## config.mk

```make
export PLATFORM = sky130hd
export DESIGN_NAME = fflc_top
export DESIGN_NICKNAME = d
export VERILOG_FILES = /design/src/verilog/fflc_pkg.sv /design/src/verilog/fflc_top.sv /design/src/verilog/fflc_ptr_sync.sv
export VERILOG_INCLUDE_DIRS = /design/src /design/src/verilog
export SDC_FILE = /design/constraint.sdc
export NUM_CORES = 1
export LEC_CHECK = 0
export BUFFER_PORTS_ARGS = -buffer_cell sky130_fd_sc_hd__clkbuf_2
export CORE_ASPECT_RATIO = 0.75
export CORE_MARGIN = 2
export CORE_UTILIZATION = 30
export DETAILED_ROUTE_END_ITERATION = 8
export PLACE_DENSITY = 0.6
export SLEW_MARGIN = 10
export SYNTH_ARGS = -nofsm -noshare
export SYNTH_HDL_FRONTEND = slang
export SYNTH_SLANG_ARGS = --single-unit
```

## constraint.sdc

```tcl
create_clock -name aclk -period 5.95 [get_ports aclk]
set_clock_uncertainty 0.2 [all_clocks]
set_input_delay 1.785 -clock aclk [delete_from_list [all_inputs] [get_ports aclk]]
set_output_delay 1.785 -clock aclk [all_outputs]
set_load 0.01 [all_outputs]
```

## src/verilog/fflc_defines.svh

```systemverilog
// Purpose: register offsets, field positions, reset values and counts
// Assumes: included by the package and by the bench top
// Notes: definitions only
`ifndef FFLC_DEFINES_SVH
`define FFLC_DEFINES_SVH

// ****************************************
// register map
// ****************************************
`define FFLC_ADDR_W 8
`define FFLC_OFS_CTRL 8'h00
`define FFLC_OFS_WCOUNT 8'h04
`define FFLC_OFS_RCOUNT 8'h08
`define FFLC_OFS_DCOUNT 8'h0C
`define FFLC_OFS_FLAGS 8'h10

// ****************************************
// fields and reset values
// ****************************************
`define FFLC_CTRL_W 3
`define FFLC_CTRL_RST_VAL 3'h0
`define FFLC_FLAG_FULL 0
`define FFLC_FLAG_EMPTY 1
`define FFLC_FLAG_AEMPTY 2
`define FFLC_RESP_OKAY 2'h0
`define FFLC_RESP_SLVERR 2'h2

// ****************************************
// counts
// ****************************************
`define FFLC_LA_EXTRA_WORDS 2
`define FFLC_SYNC_STAGES 2

`endif

```

## src/verilog/fflc_pkg.sv

```systemverilog
// Purpose: shared types of the fill level counters
// Assumes: fflc_defines.svh on the include path
// Notes: widths that follow the queue depth live in the modules
`include "fflc_defines.svh"

package fflc_pkg;

   // ****************************************
   // control word
   // ****************************************
   typedef struct packed {
      logic fifo_rst;
      logic accurate;
      logic lookahead_read_mode;
   } fflc_ctrl_s;

   // ****************************************
   // bus slave states
   // ****************************************
   typedef enum logic [3:0] {
      WS_IDLE = 4'h1,
      WS_GOTA = 4'h2,
      WS_GOTW = 4'h4,
      WS_RESP = 4'h8
   } fflc_wst_e;

   typedef enum logic [1:0] {
      RS_IDLE = 2'h1,
      RS_DATA = 2'h2
   } fflc_rst_e;

endpackage

```

## src/verilog/fflc_top.sv

```systemverilog
// Purpose: fill level counters for a queue with a write and a read port
// Assumes: user write and read logic on aclk; register access by AXI4-Lite
// Notes: pointers cross sides through gray synchronisers
// How it works
// write count never under-reports stored words; approximate style saturates at lim and so under-reports a full queue
// narrow write count keeps the upper bits
// write visible after following edge
// look-ahead adds two read words capacity
// approximate style keeps log2 depth widths
// user may read approximate top bit
// accurate style counts one bit wider
// user needs top two bits, accurate
// single count exact except near empty
// single count exact from write port
// single count over-reports two until released
// exact once near-empty released
// accurate write count adds two read words
// over-report holds until near-empty released
// settling may skip or drop counts
// counts read zero during reset
// empty values follow depth ratio
// read count zero when empty
// count only accepted writes and reads
// read visible one cycle later
// read count never over-reports
// single count moves on same edge
// refused requests leave counts alone
// crossing counts use gray pointers
`timescale 1ns/100ps

module fflc_top
   import fflc_pkg::*;
#(
   parameter int WR_DEPTH_LOG = 4,
   parameter int WR_UNIT_LOG = 0,
   parameter int RD_UNIT_LOG = 0,
   parameter int WR_CNT_W = WR_DEPTH_LOG + 1,
   parameter int RD_CNT_W = WR_DEPTH_LOG + WR_UNIT_LOG - RD_UNIT_LOG + 1,
   parameter int DATA_CNT_W = WR_DEPTH_LOG + 1
) (
   input wire logic aclk,
   input wire logic aresetn,
   input wire logic wr_en,
   input wire logic rd_en,
   output logic full,
   output logic empty,
   output logic [WR_CNT_W-1:0] wr_count,
   output logic [RD_CNT_W-1:0] rd_count,
   output logic [DATA_CNT_W-1:0] data_count,
   input wire logic [7:0] s_axi_awaddr,
   input wire logic s_axi_awvalid,
   output logic s_axi_awready,
   input wire logic [31:0] s_axi_wdata,
   input wire logic [3:0] s_axi_wstrb,
   input wire logic s_axi_wvalid,
   output logic s_axi_wready,
   output logic [1:0] s_axi_bresp,
   output logic s_axi_bvalid,
   input wire logic s_axi_bready,
   input wire logic [7:0] s_axi_araddr,
   input wire logic s_axi_arvalid,
   output logic s_axi_arready,
   output logic [31:0] s_axi_rdata,
   output logic [1:0] s_axi_rresp,
   output logic s_axi_rvalid,
   input wire logic s_axi_rready
);

   // ****************************************
   // sizes; U, WRU, CAP and EXTRA in units of the narrower word
   // ****************************************
   localparam int U = WR_DEPTH_LOG + WR_UNIT_LOG;
   localparam int RM = U - RD_UNIT_LOG;
   localparam int WM = WR_DEPTH_LOG;
   localparam int PU = U + 2;
   localparam int PW = PU - WR_UNIT_LOG;
   localparam int PR = PU - RD_UNIT_LOG;
   localparam logic [PU-1:0] WRU = PU'(1) << WR_UNIT_LOG;
   localparam logic [PU-1:0] CAP = PU'(1) << U;
   localparam logic [PU-1:0] EXTRA = PU'(`FFLC_LA_EXTRA_WORDS) << RD_UNIT_LOG;

   typedef struct packed {
      fflc_ctrl_s ctrl;
      fflc_wst_e wst;
      fflc_rst_e rdst;
      logic [7:0] awaddr;
      logic [31:0] wdata;
      logic wstrb0;
      logic [1:0] bresp;
      logic [31:0] rdata;
      logic [1:0] rresp;
      logic [PW-1:0] wptr;
      logic [PR-1:0] rptr;
      logic full;
      logic empty;
      logic aempty;
      logic hold_s1;
      logic hold_s2;
      logic [PU-1:0] wc;
      logic [PU-1:0] rc;
      logic [PU-1:0] dc;
      logic [WR_CNT_W-1:0] wr_count;
      logic [RD_CNT_W-1:0] rd_count;
      logic [DATA_CNT_W-1:0] data_count;
   } fflc_state_s;

   localparam fflc_state_s ST_RST = '{
      ctrl: `FFLC_CTRL_RST_VAL,
      wst: WS_IDLE,
      rdst: RS_IDLE,
      full: 1'b1,
      empty: 1'b1,
      aempty: 1'b1,
      hold_s1: 1'b1,
      hold_s2: 1'b1,
      default: '0
   };

   fflc_state_s s_q;
   fflc_state_s s_d;
   logic [PR-1:0] rsync;
   logic [PW-1:0] wsync;
   logic wr_ok;
   logic rd_ok;
   logic [PU-1:0] ex_units;

   // ****************************************
   // helpers
   // ****************************************
   function automatic logic [PU-1:0] wu(input logic [PW-1:0] p);
      return PU'(p) << WR_UNIT_LOG;
   endfunction

   function automatic logic [PU-1:0] ru(input logic [PR-1:0] p);
      return PU'(p) << RD_UNIT_LOG;
   endfunction

   // scale a word count onto an output of w bits for log2 depth m
   function automatic logic [PU-1:0] fit(input logic [PU-1:0] v, input int m,
                                         input logic acc, input int w);
      logic [PU-1:0] lim;
      logic [PU-1:0] r;
      lim = (PU'(1) << m) - PU'(1);
      if (acc) begin
         r = v >> (m + 1 - w);
      end else begin
         r = (v > lim) ? lim : v;
         r = r >> ((w >= m) ? 0 : m - w);
      end
      return r;
   endfunction

   // ****************************************
   // pointer crossing
   // ****************************************
   // read pointer seen from the write side
   fflc_ptr_sync #(.W(PR)) u_rsync (
      .aclk(aclk),
      .aresetn(aresetn),
      .clear(s_q.ctrl.fifo_rst),
      .bin_in(s_q.rptr),
      .bin_out(rsync)
   );

   // write pointer seen from the read side
   fflc_ptr_sync #(.W(PW)) u_wsync (
      .aclk(aclk),
      .aresetn(aresetn),
      .clear(s_q.ctrl.fifo_rst),
      .bin_in(s_q.wptr),
      .bin_out(wsync)
   );

   // accepted requests only
   assign wr_ok = wr_en && !s_q.full && !s_q.ctrl.fifo_rst;
   assign rd_ok = rd_en && !s_q.empty && !s_q.ctrl.fifo_rst;
   assign ex_units = wu(s_q.wptr) - ru(s_q.rptr);

   // ****************************************
   // next state
   // ****************************************
   always_comb begin
      logic la;
      logic acc;
      logic [PU-1:0] cap;
      logic [PU-1:0] wun;
      logic [PU-1:0] wun_n;
      logic [PU-1:0] run;
      logic [PU-1:0] rw_n;
      logic [PU-1:0] xw;
      logic [PU-1:0] xd;
      logic [PU-1:0] t;
      logic [7:0] wa;
      logic [31:0] wd;
      logic ws;
      logic do_wr;
      la = s_q.ctrl.lookahead_read_mode;
      acc = s_q.ctrl.accurate;
      s_d = s_q;
      s_d.wptr = s_q.wptr + PW'(wr_ok);
      s_d.rptr = s_q.rptr + PR'(rd_ok);
      // write side works from the stale read pointer, so it errs high
      cap = CAP + (la ? EXTRA : '0);
      wun = wu(s_q.wptr) - ru(rsync);
      wun_n = wu(s_d.wptr) - ru(rsync);
      s_d.full = (wun_n + WRU) > cap;
      // read side works from the stale write pointer, so it errs low
      run = wu(wsync) - ru(s_q.rptr);
      rw_n = (wu(wsync) - ru(s_d.rptr)) >> RD_UNIT_LOG;
      s_d.empty = (rw_n == '0);
      s_d.aempty = (rw_n <= PU'(1));
      // near-empty release crosses back as a level; R15 covers the lag
      s_d.hold_s1 = s_q.aempty;
      s_d.hold_s2 = s_q.hold_s1;
      // two read words stay counted until the release arrives
      xw = (la && acc && s_q.hold_s2) ? EXTRA : '0;
      s_d.wc = (wun + xw) >> WR_UNIT_LOG;
      t = fit(s_d.wc, WM, acc, WR_CNT_W);
      s_d.wr_count = t[WR_CNT_W-1:0];
      s_d.rc = run >> RD_UNIT_LOG;
      t = fit(s_d.rc, RM, acc, RD_CNT_W);
      s_d.rd_count = t[RD_CNT_W-1:0];
      // single count from the next pointers moves on the same edge
      xd = (la && acc && s_q.aempty) ? EXTRA : '0;
      s_d.dc = wu(s_d.wptr) - ru(s_d.rptr) + xd;
      t = fit(s_d.dc, WM, 1'b1, DATA_CNT_W);
      s_d.data_count = t[DATA_CNT_W-1:0];
      // write channel: address and data in either order
      wa = (s_q.wst == WS_GOTA) ? s_q.awaddr : s_axi_awaddr;
      wd = (s_q.wst == WS_GOTW) ? s_q.wdata : s_axi_wdata;
      ws = (s_q.wst == WS_GOTW) ? s_q.wstrb0 : s_axi_wstrb[0];
      do_wr = 1'b0;
      case (s_q.wst)
         WS_IDLE: begin
            if (s_axi_awvalid && s_axi_wvalid) begin
               do_wr = 1'b1;
            end else if (s_axi_awvalid) begin
               s_d.awaddr = s_axi_awaddr;
               s_d.wst = WS_GOTA;
            end else if (s_axi_wvalid) begin
               s_d.wdata = s_axi_wdata;
               s_d.wstrb0 = s_axi_wstrb[0];
               s_d.wst = WS_GOTW;
            end
         end
         WS_GOTA: begin
            do_wr = s_axi_wvalid;
         end
         WS_GOTW: begin
            do_wr = s_axi_awvalid;
         end
         WS_RESP: begin
            if (s_axi_bready) begin
               s_d.wst = WS_IDLE;
            end
         end
         default: begin
            s_d.wst = WS_IDLE;
         end
      endcase
      if (do_wr) begin
         s_d.wst = WS_RESP;
         s_d.bresp = `FFLC_RESP_OKAY;
         case (wa)
            `FFLC_OFS_CTRL: begin
               if (ws) begin
                  s_d.ctrl = wd[`FFLC_CTRL_W-1:0];
               end
            end
            `FFLC_OFS_WCOUNT, `FFLC_OFS_RCOUNT,
            `FFLC_OFS_DCOUNT, `FFLC_OFS_FLAGS: begin
               s_d.bresp = `FFLC_RESP_OKAY; // read-only, write ignored
            end
            default: begin
               s_d.bresp = `FFLC_RESP_SLVERR;
            end
         endcase
      end
      // read channel: data registered one cycle after address
      case (s_q.rdst)
         RS_IDLE: begin
            if (s_axi_arvalid) begin
               s_d.rdst = RS_DATA;
               s_d.rresp = `FFLC_RESP_OKAY;
               s_d.rdata = '0;
               case (s_axi_araddr)
                  `FFLC_OFS_CTRL: s_d.rdata = 32'(s_q.ctrl);
                  `FFLC_OFS_WCOUNT: s_d.rdata = 32'(s_q.wr_count);
                  `FFLC_OFS_RCOUNT: s_d.rdata = 32'(s_q.rd_count);
                  `FFLC_OFS_DCOUNT: s_d.rdata = 32'(s_q.data_count);
                  `FFLC_OFS_FLAGS: begin
                     s_d.rdata[`FFLC_FLAG_FULL] = s_q.full;
                     s_d.rdata[`FFLC_FLAG_EMPTY] = s_q.empty;
                     s_d.rdata[`FFLC_FLAG_AEMPTY] = s_q.aempty;
                  end
                  default: s_d.rresp = `FFLC_RESP_SLVERR;
               endcase
            end
         end
         RS_DATA: begin
            if (s_axi_rready) begin
               s_d.rdst = RS_IDLE;
            end
         end
         default: begin
            s_d.rdst = RS_IDLE;
         end
      endcase
      // queue reset: counts to zero, both ports refuse
      if (s_q.ctrl.fifo_rst) begin
         s_d.wptr = '0;
         s_d.rptr = '0;
         s_d.full = 1'b1;
         s_d.empty = 1'b1;
         s_d.aempty = 1'b1;
         s_d.wc = '0;
         s_d.rc = '0;
         s_d.dc = '0;
         s_d.wr_count = '0;
         s_d.rd_count = '0;
         s_d.data_count = '0;
      end
   end

   // ****************************************
   // state register
   // ****************************************
   always_ff @(posedge aclk) begin
      if (!aresetn) begin
         s_q <= ST_RST;
      end else begin
         s_q <= s_d;
      end
   end

   // outputs
   assign full = s_q.full;
   assign empty = s_q.empty;
   assign wr_count = s_q.wr_count;
   assign rd_count = s_q.rd_count;
   assign data_count = s_q.data_count;
   assign s_axi_awready = (s_q.wst == WS_IDLE) || (s_q.wst == WS_GOTW);
   assign s_axi_wready = (s_q.wst == WS_IDLE) || (s_q.wst == WS_GOTA);
   assign s_axi_bvalid = (s_q.wst == WS_RESP);
   assign s_axi_bresp = s_q.bresp;
   assign s_axi_arready = (s_q.rdst == RS_IDLE);
   assign s_axi_rvalid = (s_q.rdst == RS_DATA);
   assign s_axi_rdata = s_q.rdata;
   assign s_axi_rresp = s_q.rresp;

   logic [PU-1:0] ex_w;
   logic [PU-1:0] ex_r;
   logic ex_zero;
   logic quiet;
   assign ex_w = ex_units >> WR_UNIT_LOG;
   assign ex_r = ex_units >> RD_UNIT_LOG;
   assign ex_zero = (ex_units == '0);
   assign quiet = !s_q.ctrl.fifo_rst && s_q.ctrl.accurate;
endmodule

```

## src/verilog/fflc_ptr_sync.sv

```systemverilog
// Purpose: moves a binary pointer into the observing side as gray code
// Assumes: source pointer steps by at most one per cycle
// Notes: four cycles from bin_in to bin_out
`timescale 1ns/100ps

module fflc_ptr_sync
   import fflc_pkg::*;
#(
   parameter int W = 6
) (
   input wire logic aclk,
   input wire logic aresetn,
   input wire logic clear,
   input wire logic [W-1:0] bin_in,
   output logic [W-1:0] bin_out
);

   typedef struct packed {
      logic [W-1:0] gray;
      logic [W-1:0] s1;
      logic [W-1:0] s2;
      logic [W-1:0] bin;
   } fflc_sync_s;

   fflc_sync_s s_q;
   fflc_sync_s s_d;

   // ****************************************
   // gray helpers
   // ****************************************
   function automatic logic [W-1:0] gray2bin(input logic [W-1:0] g);
      logic [W-1:0] b;
      b = '0;
      b[W-1] = g[W-1];
      for (int i = W - 2; i >= 0; i--) begin
         b[i] = b[i+1] ^ g[i];
      end
      return b;
   endfunction

   // only one bit changes per step, so a torn sample is one step stale
   always_comb begin
      s_d = s_q;
      s_d.gray = bin_in ^ (bin_in >> 1);
      s_d.s1 = s_q.gray;
      s_d.s2 = s_q.s1; // s1 feeds nothing else
      s_d.bin = gray2bin(s_q.s2);
      if (clear) begin
         s_d = '0;
      end
   end

   always_ff @(posedge aclk) begin
      if (!aresetn) begin
         s_q <= '0;
      end else begin
         s_q <= s_d;
      end
   end

   assign bin_out = s_q.bin;

endmodule

```

* Yosys cells after proc, flatten, opt, wreduce, memory -nomap -nowiden *
Cells that the tools add are included.

storage, ports and cells
  register bits = 137
  input bits = 61
  word-level logic and storage cells = 137
  output and inout bits = 58

cells by class
  reductions and logical operators = 28
  mux-type cells = 25
  magnitude comparators = 4
  add/sub/neg operators = 11
  bitwise gates (word level) = 16
  equal/unequal tests = 23

operators by type and width
  kind                                                                    number
  8-bit by 4-bit == test with 1-bit output (second input constant)        4
  6-bit subtractor                                                        4
  4-bit 2-to-1 mux                                                        5
  5-bit 2-to-1 mux                                                        4
  8-bit by 3-bit == test with 1-bit output (second input constant)        2
  8-bit by 5-bit == test with 1-bit output (second input constant)        2
  8-bit zero test                                                         2
  3-bit one-hot mux with 5 select lines                                   1
  2-bit 2-to-1 mux                                                        7
  6-bit by 1-bit adder with 6-bit output                                  2
  6-bit by 4-bit > comparator with 1-bit output (second input constant)   2
  4-bit one-hot mux with 3 select lines                                   1
  4-bit AND reduction                                                     3
  6-bit by 5-bit bitwise XOR with 6-bit output                            2
  5-bit OR reduction                                                      2
  1-bit bitwise XOR                                                       10
  1-bit logical AND                                                       8
  8-bit 2-to-1 mux                                                        1
  5-bit by 2-bit adder with 6-bit output (first input constant)           1
  6-bit by 1-bit adder with 6-bit output (second input constant)          1
  6-bit by 2-bit adder with 6-bit output                                  1
  6-bit > comparator                                                      1
  6-bit by 1-bit <= comparator with 1-bit output (second input constant)  1
  6-bit zero test                                                         1
  24 further kinds                                                        39

* Longest topological paths before layout *
Gate-level depths: netlist of the first run.

  depth in word-level cells = 7
  depth in mapped cells = 14
  depth with buffers taken out = 14

* Hierarchy *
From an unflattened synthesis of the first run, not the netlist that was laid out.

second synthesis, totals
  cell total of the unflattened synthesis = 588
  area, all modules = 5612.9 um^2

by module, submodules not included
  module         area an instance (um^2)  times used  seq. area each (um^2)  cells each
  fflc_top       3988.8                   1           1201.2                 450
  fflc_ptr_sync  812.0                    2           480.5                  69

* Least setup slack after synthesis of the first run *
No wires, ideal clock.

  path kind = input-to-reg
  start point = input rd_en
  end point = register s_q (netlist bit data_count[4])
  setup slack = 1.776 ns
  library setup time = 0.128 ns
  data required time = 5.622 ns
  path buffers = 0
  cell stages on the path = 11
  arrival time = 3.847 ns
  path through = nor3b_1 > ha_1 > ha_1 > fa_1 > inv_1 > ha_1 > a21o_1 > a21oi_1 > xor2_1 > xnor2_1 > nor2_1

on the way
  longest elaborated chain between the ends = 5

ends and longest elaborated chain
  what                                    RTL line         RTL
  start: declaration                      fflc_top.sv:44   input wire logic rd_en,
  1-bit logical AND (2 in series)         fflc_top.sv:176  assign rd_ok = rd_en && !s_q.empty && !s_q.ctrl.fifo_rst;
  6-bit by 1-bit adder with 6-bit output  fflc_top.sv:201  s_d.rptr = s_q.rptr + PR'(rd_ok);
  5-bit subtractor                        fflc_top.sv:225  s_d.dc = wu(s_d.wptr) - ru(s_d.rptr) + xd;
  5-bit by 2-bit adder with 5-bit output  fflc_top.sv:225
  end signal: assignment                  fflc_top.sv:330  s_q <= ST_RST;
  end signal: assignment                  fflc_top.sv:332  s_q <= s_d;
  end: declaration                        fflc_top.sv:119  fflc_state_s s_q;

Every way passes these cells.
A chain may end at the register's enable or synchronous reset.

* Worst setup path in the final report of the first run *
  start point = input rd_en
  end point = register s_q (netlist bit empty)

on the way
  longest elaborated chain between the ends = 5

ends and longest elaborated chain
  what                                    RTL line         RTL
  1-bit logical AND (2 in series)         fflc_top.sv:176
  6-bit by 1-bit adder with 6-bit output  fflc_top.sv:201
  6-bit subtractor                        fflc_top.sv:209  rw_n = (wu(wsync) - ru(s_d.rptr)) >> RD_UNIT_LOG;
  6-bit zero test                         fflc_top.sv:210  s_d.empty = (rw_n == '0);

Every way passes these cells.

==> results of run 1 <==
[cell usage in the layout (no fill, tap or decap), types with 3 or more instances in the layout]
cell,Yosys,routed
nand2_1,25,25
nand3b_1,3,3
dfxtp_1,108,108
xnor2_1,28,28
o21ai_0,17,17
xor2_1,18,18
a21boi_0,11,11
mux2i_1,8,8
o211ai_1,3,3
clkbuf_2,0,57
a21o_1,12,12
ha_1,42,42
mux2_2,9,9
fa_1,7,7
nor2b_1,13,12
nor2_1,29,29
and2_1,44,44
nor3_1,4,4
nand3_1,22,22
inv_1,40,40
conb_1,1,29
a21oi_1,18,18
clkbuf_16,0,9
nand2b_1,4,4
a31oi_1,10,10
[final timing paths]
check,from,endpoint,slack [ns],depth (start not counted)
setup / recovery,rd_en,empty,1.52,11
hold / removal,s_d[33],s_q[33],0.21,1
setup reg to reg,s_q[135],empty,2.54,10
hold reg to reg,s_d[33],s_q[33],0.21,1
[report_power, final]
group,total (uW),internal (uW),switching (uW)
Sequential,787,759,28.2
Combinational,236,104,132
Clock,607,340,268
[sequential cells by signal, summed over array words and instances (netlist names)]
name	flops
s_q	34
u_rsync.s_q	18
u_wsync.s_q	18
u_rsync.bin_out	6
u_wsync.bin_out	6
data_count	5
rd_count	5
s_axi_rdata	5
wr_count	5
s_d	2
empty	1
full	1
s_axi_bresp	1
s_axi_rresp	1
[layer usage]
layer | track usage | wire (um) | up-vias
li1 | - | - | 1914
met1 | 0.173 | 5980 | 1637
met2 | 0.151 | 4000 | 78
met3 | 0.0249 | 476 | 8
met4 | 0.0251 | 87 | 0
met5 | 0 | 0 | -
[final cells by class]
class	count	area, sq um	area share
timing repair buffer	58	293	0.0482
clock buffer	11	243	0.0400
tap	247	309	0.0509
sequential	108	2160	0.356
clock inverter	5	60.1	0.00990
multi-input combinational	392	2850	0.470
inverter	40	150	0.0247
[synthesized netlist by cell type (all sizes together) (7+ instances only)]
| cell type | count |
|---|---|
| fa | 7 |
| inv | 40 |
| mux2 | 9 |
| nor2b | 13 |
| and2 | 44 |
| ha | 42 |
| mux2i | 8 |
| clkbuf | 14 |
| dfxtp | 108 |
| buf | 57 |
| xor2 | 18 |
| a21boi | 11 |
| a21o | 12 |
| nand3 | 22 |
| o21ai | 17 |
| nand2 | 25 |
| a31oi | 10 |
| a21oi | 18 |
| xnor2 | 28 |
| nor2 | 29 |
[cells by family (layout without fill, tap and decap cells)]
family / Yosys count / count (layout) / share of synthesized area
AND/OR/NAND/NOR: 169 / 169 / 0.169
buffers and inverters: 113 / 114 / 0.120
flip-flops: 108 / 108 / 0.388
AO/OA/AOI/OAI: 81 / 81 / 0.0939
adder cells (fa/ha/maj): 49 / 49 / 0.120
XOR/XNOR: 46 / 46 / 0.0724
multiplexers: 18 / 18 / 0.0366
other: 1 / 29 / 0.000674
[worst register-to-register path, delay by kind of cell (launching register included)]
| kind | cells | cell delay (ns) |
|---|---|---|
| XOR/XNOR | 1 | 0.40 |
| adder cells (fa/ha/maj) | 3 | 0.90 |
| flip-flops | 1 | 0.52 |
| AO/OA/AOI/OAI | 2 | 0.44 |
| AND/OR/NAND/NOR | 4 | 0.79 |
[per-stage QoR]
step | total power (uW) | setup WS (ns)
after CTS | 1650 | 1.59
after global routing | 1710 | 1.44
after global placement | 1040 | 1.27
after detailed placement | 1040 | 1.24
final | 1630 | 1.52
after floorplan | 1000 | 1.78
==> results.sh, run 1 <==
export IMPL_outcome="finished, final reports clean"
export IMPL_leakage_uw=0.00266
export IMPL_final_setup_tns_ns=0
export IMPL_worstMarginPinSlew_ns=0.867
export IMPL_synth_cell_type_count=56
export IMPL_cts_tree="yes"
export IMPL_final_cells=861
export IMPL_grt_pass1_wl_mm=17.3
export IMPL_antenna_found_initial=0
export IMPL_cts_sinks=108
export IMPL_dieArea_sq_mm=0.0197
export IMPL_clock_tree_root_cell="clkbuf_16"
export IMPL_fin_area_sq_mm=0.00607
export IMPL_ys_flop_type="dfxtp_1"
export IMPL_grt_pass1_vias=3341
export IMPL_placed_area_sq_mm=0.00577
export IMPL_clock_latency_ns=0.35
export IMPL_slowest_stage="ha_1"
export IMPL_fillers=1908
export IMPL_grt_overflow_total=0
export IMPL_area_delta_synth_final_pct=8.99
export IMPL_crit_path_frequent_cell="ha_1"
export IMPL_crit_path_max_fanout=4
export IMPL_syn_avg_cell_area_sq_um=9.52
export IMPL_syn_inst=585
export IMPL_portBuffers=57
export IMPL_crit_chain="clkbuf_2 > nor3b_1 > ha_1 > ha_1 > xnor2_1 > ha_1 > and3b_1 > or2_2 > and3_1 > o211ai_1 > o21ai_0"
export IMPL_min_period_ns=4.43
export IMPL_n_antenna_cell=0
export IMPL_layout_drive_gt1_share=0.156
export IMPL_fin_nets=719
export IMPL_cts_buffer_depth=2
export IMPL_vias_per_cell=4.22
export IMPL_grt_max_degree=50
export IMPL_io_pins=119
export IMPL_cts_setup_buffers=0
export IMPL_ant_nets=0
export IMPL_row_count=43
export IMPL_vias=3637
export IMPL_dp_cells=845
export IMPL_critical_path_class="input pin to flop"
export IMPL_fmax_ghz=0.226
export IMPL_seq_area_frac_synth=0.388
export IMPL_yosys_warnings=0
export IMPL_chipHeight_um=122
export IMPL_worstSetupEndpointType="flop"
export IMPL_numCtsBuffers=9
export IMPL_ctsResizeCount=0
export IMPL_avgRoutedWirePerCell_um=12.2
export IMPL_hp_class="flop to flop"
export IMPL_holdWs_ns=0.211
export IMPL_first_iter_violations=228
export IMPL_path_buf_inv=1
export IMPL_fin_util=0.331
export IMPL_setup_violations=0
export IMPL_async_flop_share=0
export IMPL_crit_arrival_ns=4.42
export IMPL_drv_cap=0
export IMPL_gp_congestion=0.788
export IMPL_h_tree_depth=3
export IMPL_ir_drop_v=0.000117
export IMPL_dpl_hpwl_mm=8.01
export IMPL_coreArea_sq_mm=0.0183
export IMPL_syn_area_sq_mm=0.00557
export IMPL_final_max_slew_viol_count=0
export IMPL_path_clk_slew_ns=0.07
export IMPL_yosysTopAreaCell="dfxtp_1"
export IMPL_required_ns=5.93
export IMPL_powerDensity_mw_per_mm2=269
export IMPL_start_util=0.303
export IMPL_postCtsHoldBufs=0
export IMPL_grt_total_usage=0.111
export IMPL_yosys_top_cells_area="dfxtp_1, ha_1, buf_4"
export IMPL_dr_pass1_iters=4
export IMPL_grt_setup_unrepaired="false"
export IMPL_synth_edf_count=0
export IMPL_die_width_um=161
export IMPL_min_period_over_period=0.745
export IMPL_synth_top_area_frac=0.388
export IMPL_crit_path_max_incr_delay_ns=0.35
export IMPL_hold_viol_final=0
export IMPL_max_slew_margin_rel=0.421
export IMPL_drc=0
export IMPL_yosys_register_bits=108
export IMPL_cpLargestDelayFamily="adder cells"
export IMPL_crit_path_start_kind="input pin"
export IMPL_drt_total_wl_mm=10.5
(Power assumes the default switching activity.)
==> run 2: changes to the inputs <==
--- a/config.mk
+++ b/config.mk
@@ -11,7 +11,7 @@
 export CORE_MARGIN = 2
 export CORE_UTILIZATION = 30
 export DETAILED_ROUTE_END_ITERATION = 8
-export PLACE_DENSITY = 0.6
+export PLACE_DENSITY = 0.62
 export SLEW_MARGIN = 10
 export SYNTH_ARGS = -nofsm -noshare
 export SYNTH_HDL_FRONTEND = slang
==> constraint.sdc (replaced) <==
create_clock -name aclk -period 4 [get_ports aclk]
set_clock_uncertainty 0.2 [all_clocks]
set_input_delay 1.2 -clock aclk [delete_from_list [all_inputs] [get_ports aclk]]
set_output_delay 1.2 -clock aclk [all_outputs]
set_load 0.01 [all_outputs]
==> results.sh, run 2 (synthesized netlist as in run 1, its figures left out) <==
export IMPL_clock_latency_ns=0.35
export IMPL_area_delta_synth_final_pct=10.0
export IMPL_path_clk_slew_ns=0.08
export IMPL_hold_viol_final=0
export IMPL_clock_tree_root_cell="clkbuf_16"
export IMPL_grt_total_usage=0.111
export IMPL_dpl_hpwl_mm=8.19
export IMPL_critical_path_class="input pin to flop"
export IMPL_cts_buffer_depth=2
export IMPL_coreArea_sq_mm=0.0183
export IMPL_postCtsHoldBufs=0
export IMPL_r2r_cells=11
export IMPL_crit_path_max_fanout=2
export IMPL_h_tree_depth=3
export IMPL_max_slew_margin_rel=0.546
export IMPL_drv_cap=0
export IMPL_outcome="finished, final reports clean"
export IMPL_reg_top3="s_q (34), u_rsync.s_q (18), u_wsync.s_q (18)"
export IMPL_min_period_ns=3.55
export IMPL_dp_cells=854
export IMPL_crit_path_start_kind="input pin"
export IMPL_top_register="s_q"
export IMPL_row_count=43
export IMPL_chipHeight_um=122
export IMPL_worstSetupEndpointType="flop"
export IMPL_io_pins=119
export IMPL_ctsResizeCount=0
export IMPL_avgRoutedWirePerCell_um=12.4
export IMPL_gp_congestion=0.772
export IMPL_cts_setup_buffers=0
export IMPL_final_max_slew_viol_count=0
export IMPL_powerDensity_mw_per_mm2=392
export IMPL_dieArea_sq_mm=0.0197
export IMPL_ir_drop_v=0.000197
export IMPL_grt_setup_unrepaired="false"
export IMPL_portBuffers=57
export IMPL_layout_drive_gt1_share=0.170
export IMPL_p_seq_frac=0.488
export IMPL_final_cells=870
export IMPL_min_path_cells=1
export IMPL_antenna_found_initial=0
export IMPL_fin_nets=728
export IMPL_n_antenna_cell=0
export IMPL_multi_input_area_sq_mm=0.00285
export IMPL_mostFrequentLayoutCells="dfxtp_1, clkbuf_2, and2_1"
export IMPL_grt_pass1_wl_mm=17.2
export IMPL_vias=3704
export IMPL_seqCellArea_sq_mm=0.00216
export IMPL_first_iter_violations=267
export IMPL_drc=0
export IMPL_start_util=0.303
export IMPL_final_common_cell="dfxtp_1"
export IMPL_p_switching_uw=674
export IMPL_grt_overflow_total=0
export IMPL_grt_max_degree=50
export IMPL_largest_reg_flops=34
export IMPL_ant_nets=0
export IMPL_pwr_share_comb=0.149
export IMPL_clockPowerShare=0.363
export IMPL_p_int_uw=1730
export IMPL_cts_tree="yes"
export IMPL_hp_class="flop to flop"
export IMPL_numCtsBuffers=9
export IMPL_min_period_over_period=0.888
export IMPL_p_sw_frac=0.281
export IMPL_fillers=1901
export IMPL_grt_pass1_vias=3349
export IMPL_final_setup_tns_ns=0
export IMPL_vias_per_cell=4.26
export IMPL_crit_arrival_ns=3.58
export IMPL_fmax_ghz=0.282
export IMPL_worstMarginPinSlew_ns=0.676
export IMPL_cts_sinks=108
export IMPL_drt_total_wl_mm=10.7
export IMPL_required_ns=4.03
export IMPL_dr_pass1_iters=5
export IMPL_setup_violations=0
export IMPL_die_width_um=161
export IMPL_leakage_uw=0.00269
## run 2: final cells by class
type | instances | area share
Sequential cell | 108 | 0.353
Clock buffer | 9 | 0.0368
Timing Repair Buffer | 67 | 0.0588
Tap cell | 247 | 0.0505
Inverter | 40 | 0.0245
Clock inverter | 7 | 0.0116
Multi-Input combinational cell | 392 | 0.465
## run 2: power by group through the flow
| stage | combinational (uW) | clock [uW] | sequential [uW] |
|---|---|---|---|
| floorplan | 313 | 0 | 1180 |
| global placement | 356 | 0 | 1190 |
| detailed placement | 359 | 0 | 1190 |
| CTS | 361 | 893 | 1170 |
| global route | 407 | 937 | 1180 |
| finish | 358 | 872 | 1170 |
## run 2: layer usage
layer	up-vias	track usage	wire length, um
li1	1936	-	-
met4	0	0.0234	71
met3	5	0.0300	534
met5	-	0	0
met1	1692	0.169	5810
met2	71	0.154	4330
## run 2: stage by stage
step | hold WS, ns | area, sq um | total power (uW) | util | worst slack [ns]
6_report | 0.211 | 6120 | 2400 | 0.334 | 0.448
5_1_grt | 0.240 | 6120 | 2520 | 0.334 | 0.217
4_1_cts | 0.213 | 6120 | 2420 | 0.334 | 0.432
3_5_place_dp | 0.197 | 5830 | 1550 | 0.318 | 0.0733
3_3_place_gp | 0.191 | 5830 | 1550 | 0.318 | 0.0932
2_1_floorplan | 0.186 | 5670 | 1490 | - | 0.411
## run 2: worst paths after layout
path,from,to,slack [ns]
worst max register to register,s_q[135],data_count[4],0.94
worst min register to register,s_d[33],s_q[33],0.21
worst max-delay path,rd_en,data_count[4],0.45
worst min-delay path,s_d[33],s_q[33],0.21
## run 2: worst max-delay path, cell delays in order
cell	delay (ns)
clkbuf_2	0.08
nor3b_1	0.17
ha_1	0.27
ha_1	0.32
fa_1	0.54
inv_1	0.04
ha_1	0.22
a21o_1	0.16
a21oi_1	0.18
xor2_1	0.20
xnor2_1	0.15
nor2_1	0.05
==> run 3: changes to the inputs <==
--- a/config.mk
+++ b/config.mk
@@ -15,4 +15,5 @@
 export SLEW_MARGIN = 10
 export SYNTH_ARGS = -nofsm -noshare
 export SYNTH_HDL_FRONTEND = slang
+export SYNTH_HIERARCHICAL = 1
 export SYNTH_SLANG_ARGS = --single-unit
==> results.sh, run 3 <==
export IMPL_dpl_hpwl_mm=8.72
export IMPL_cpLargestDelayFamily="simple AND/OR/NAND/NOR gates"
export IMPL_dieArea_sq_mm=0.0198
export IMPL_drc=0
export IMPL_crit_arrival_ns=3.65
export IMPL_start_util=0.305
export IMPL_yosys_register_bits=108
export IMPL_powerDensity_mw_per_mm2=421
export IMPL_coreArea_sq_mm=0.0184
export IMPL_path_buf_inv=2
export IMPL_required_ns=4.04
export IMPL_final_common_cell="dfxtp_1"
export IMPL_fin_nets=723
export IMPL_leakage_uw=0.00271
export IMPL_cts_buffer_depth=2
export IMPL_cts_setup_buffers=0
export IMPL_crit_path_frequent_cell="ha_1"
export IMPL_setup_violations=0
export IMPL_portBuffers=57
export IMPL_crit_path_max_fanout=3
export IMPL_ir_drop_v=0.000203
export IMPL_reg_top3="s_q (34), u_rsync/s_q (18), u_wsync/s_q (18)"
export IMPL_synthTopCellsByCount="dfxtp_1, nor2_1, buf_4, inv_1"
export IMPL_numCtsBuffers=9
export IMPL_crit_path_start_kind="input pin"
export IMPL_chipHeight_um=122
export IMPL_largest_reg_flops=34
export IMPL_min_path_cells=1
export IMPL_h_tree_depth=3
export IMPL_row_count=43
export IMPL_drv_cap=0
export IMPL_postCtsHoldBufs=0
export IMPL_yosysMostFrequentCell="dfxtp_1"
export IMPL_seq_area_frac_synth=0.385
export IMPL_worstSetupEndpointType="flop"
export IMPL_synth_top_area_frac=0.385
export IMPL_layout_drive_gt1_share=0.159
export IMPL_min_period_over_period=0.902
export IMPL_grt_pass1_vias=3283
export IMPL_yosysTopAreaCell="dfxtp_1"
export IMPL_antenna_found_initial=0
export IMPL_cp_num_cells=12
export IMPL_hold_viol_final=0
export IMPL_avgRoutedWirePerCell_um=12.9
export IMPL_area_delta_synth_final_pct=10.5
export IMPL_grt_total_usage=0.114
export IMPL_vias=3729
export IMPL_fmax_ghz=0.277
export IMPL_placed_area_sq_mm=0.00587
export IMPL_synth_edf_count=0
export IMPL_grt_setup_unrepaired="false"
export IMPL_clock_tree_root_cell="clkbuf_16"
export IMPL_path_clk_slew_ns=0.07
export IMPL_min_period_ns=3.61
export IMPL_gp_congestion=0.807
export IMPL_outcome="finished, final reports clean"
export IMPL_syn_inst=588
export IMPL_vias_per_cell=4.29
export IMPL_yosys_warnings=6
export IMPL_drt_total_wl_mm=11.2
export IMPL_grt_pass1_wl_mm=17.6
export IMPL_clock_latency_ns=0.35
export IMPL_synth_cell_type_count=49
export IMPL_mostFrequentLayoutCells="dfxtp_1, nor2_1, clkbuf_2"
export IMPL_ctsResizeCount=0
export IMPL_fin_area_sq_mm=0.00620
export IMPL_grt_max_degree=24
export IMPL_critical_path_class="input pin to flop"
export IMPL_pre_cts_ws_ns=0.0518
export IMPL_ant_nets=0
export IMPL_r2r_cells=11
export IMPL_final_setup_tns_ns=0
export IMPL_hp_class="flop to flop"
export IMPL_dr_pass1_iters=4
export IMPL_async_flop_share=0
export IMPL_syn_avg_cell_area_sq_um=9.55
export IMPL_io_pins=119
export IMPL_top_register="s_q"
export IMPL_final_max_slew_viol_count=0
export IMPL_max_slew_margin_rel=0.513
export IMPL_yosys_top_cells_area="dfxtp_1, buf_4, ha_1"
export IMPL_grt_overflow_total=0
export IMPL_cts_tree="yes"
export IMPL_syn_area_sq_mm=0.00561
export IMPL_n_antenna_cell=0
export IMPL_setup_slack_ns=0.390
export IMPL_worstMarginPinSlew_ns=0.730
export IMPL_slowest_stage="or3_1"
export IMPL_crit_path_max_incr_delay_ns=0.40
export IMPL_crit_chain="clkbuf_2 > nor3b_1 > ha_1 > ha_1 > inv_1 > ha_1 > nor2b_1 > o21ai_0 > nor3b_1 > or3_1 > a22oi_2 > nand2_1"
export IMPL_die_width_um=162
export IMPL_first_iter_violations=242
export IMPL_ys_flop_type="dfxtp_1"
export IMPL_cts_sinks=108
run 3: changes by cell type in the layout (fill, tap and decap cells not counted), sizes merged, moves of 7 or more:
cell / delta
and2: -8
nand2: -17
a21boi: -9
mux2i: +7
a31oi: -10
nor3: +9
nor2: +47
nand3: -14
run 3: cell type report:
type | count | area (sq um)
Sequential cell | 108 | 2160
Multi-Input combinational cell | 392 | 2880
Inverter | 40 | 150
Timing Repair Buffer | 68 | 368
Clock buffer | 9 | 225
Fill cell | 1965 | 12200
Clock inverter | 6 | 105
Tap cell | 247 | 309
run 3: routing by layer:
| metal | track usage | wire, um | part of all wire | up-vias |
|---|---|---|---|---|
| li1 | - | - | - | 1926 |
| met1 | 0.182 | 6350 | 0.57 | 1737 |
| met2 | 0.151 | 4410 | 0.39 | 55 |
| met3 | 0.0297 | 393 | 0.035 | 11 |
| met4 | 0.0210 | 72 | 0.0064 | 0 |
| met5 | 0 | 0 | 0 | - |
run 3: path summary, 6_finish.rpt:
check                                     start              to  slack [ns]
worst max register to register         s_q[135]         s_d[34]        0.75
worst min register to register  u_rsync/s_q[15]  u_rsync/s_q[9]        0.23
worst min-delay path            u_rsync/s_q[15]  u_rsync/s_q[9]        0.23
worst max-delay path                      rd_en         s_d[34]        0.39
run 3: per-stage QoR:
stage / hold WS, ns / util / instances / power [uW]
floorplan: 0.186 / - / 616 / 1560
global placement: 0.191 / 0.319 / 855 / 1640
detailed placement: 0.197 / 0.319 / 855 / 1650
CTS: 0.226 / 0.337 / 870 / 2630
global route: 0.242 / 0.337 / 870 / 2730
finish: 0.226 / 0.337 / 870 / 2610
run 3: worst reg2reg max path, stage by stage, from the launching register on:
cell and delay [ns]:
dfxtp_1 0.62, nor3b_1 0.12, ha_1 0.22, ha_1 0.35
inv_1 0.09, ha_1 0.27, nor2b_1 0.18, o21ai_0 0.16
nor3b_1 0.17, or3_1 0.40, a22oi_2 0.28, nand2_1 0.08
run 3: cell families after synthesis:
kind of cell    synth area share
compound gates            0.0769
xor+xnor                  0.0932
fa+ha+maj                  0.105
buf+inv                    0.120
flops                      0.385
mux                       0.0448
other cells             0.000668
simple gates               0.174
run 3: power breakdown:
group | leakage, uW | internal (uW) | switching [uW]
Clock | 0.000161 | 560 | 428
Combinational | 0.00167 | 190 | 240
Sequential | 0.000878 | 1140 | 56.3
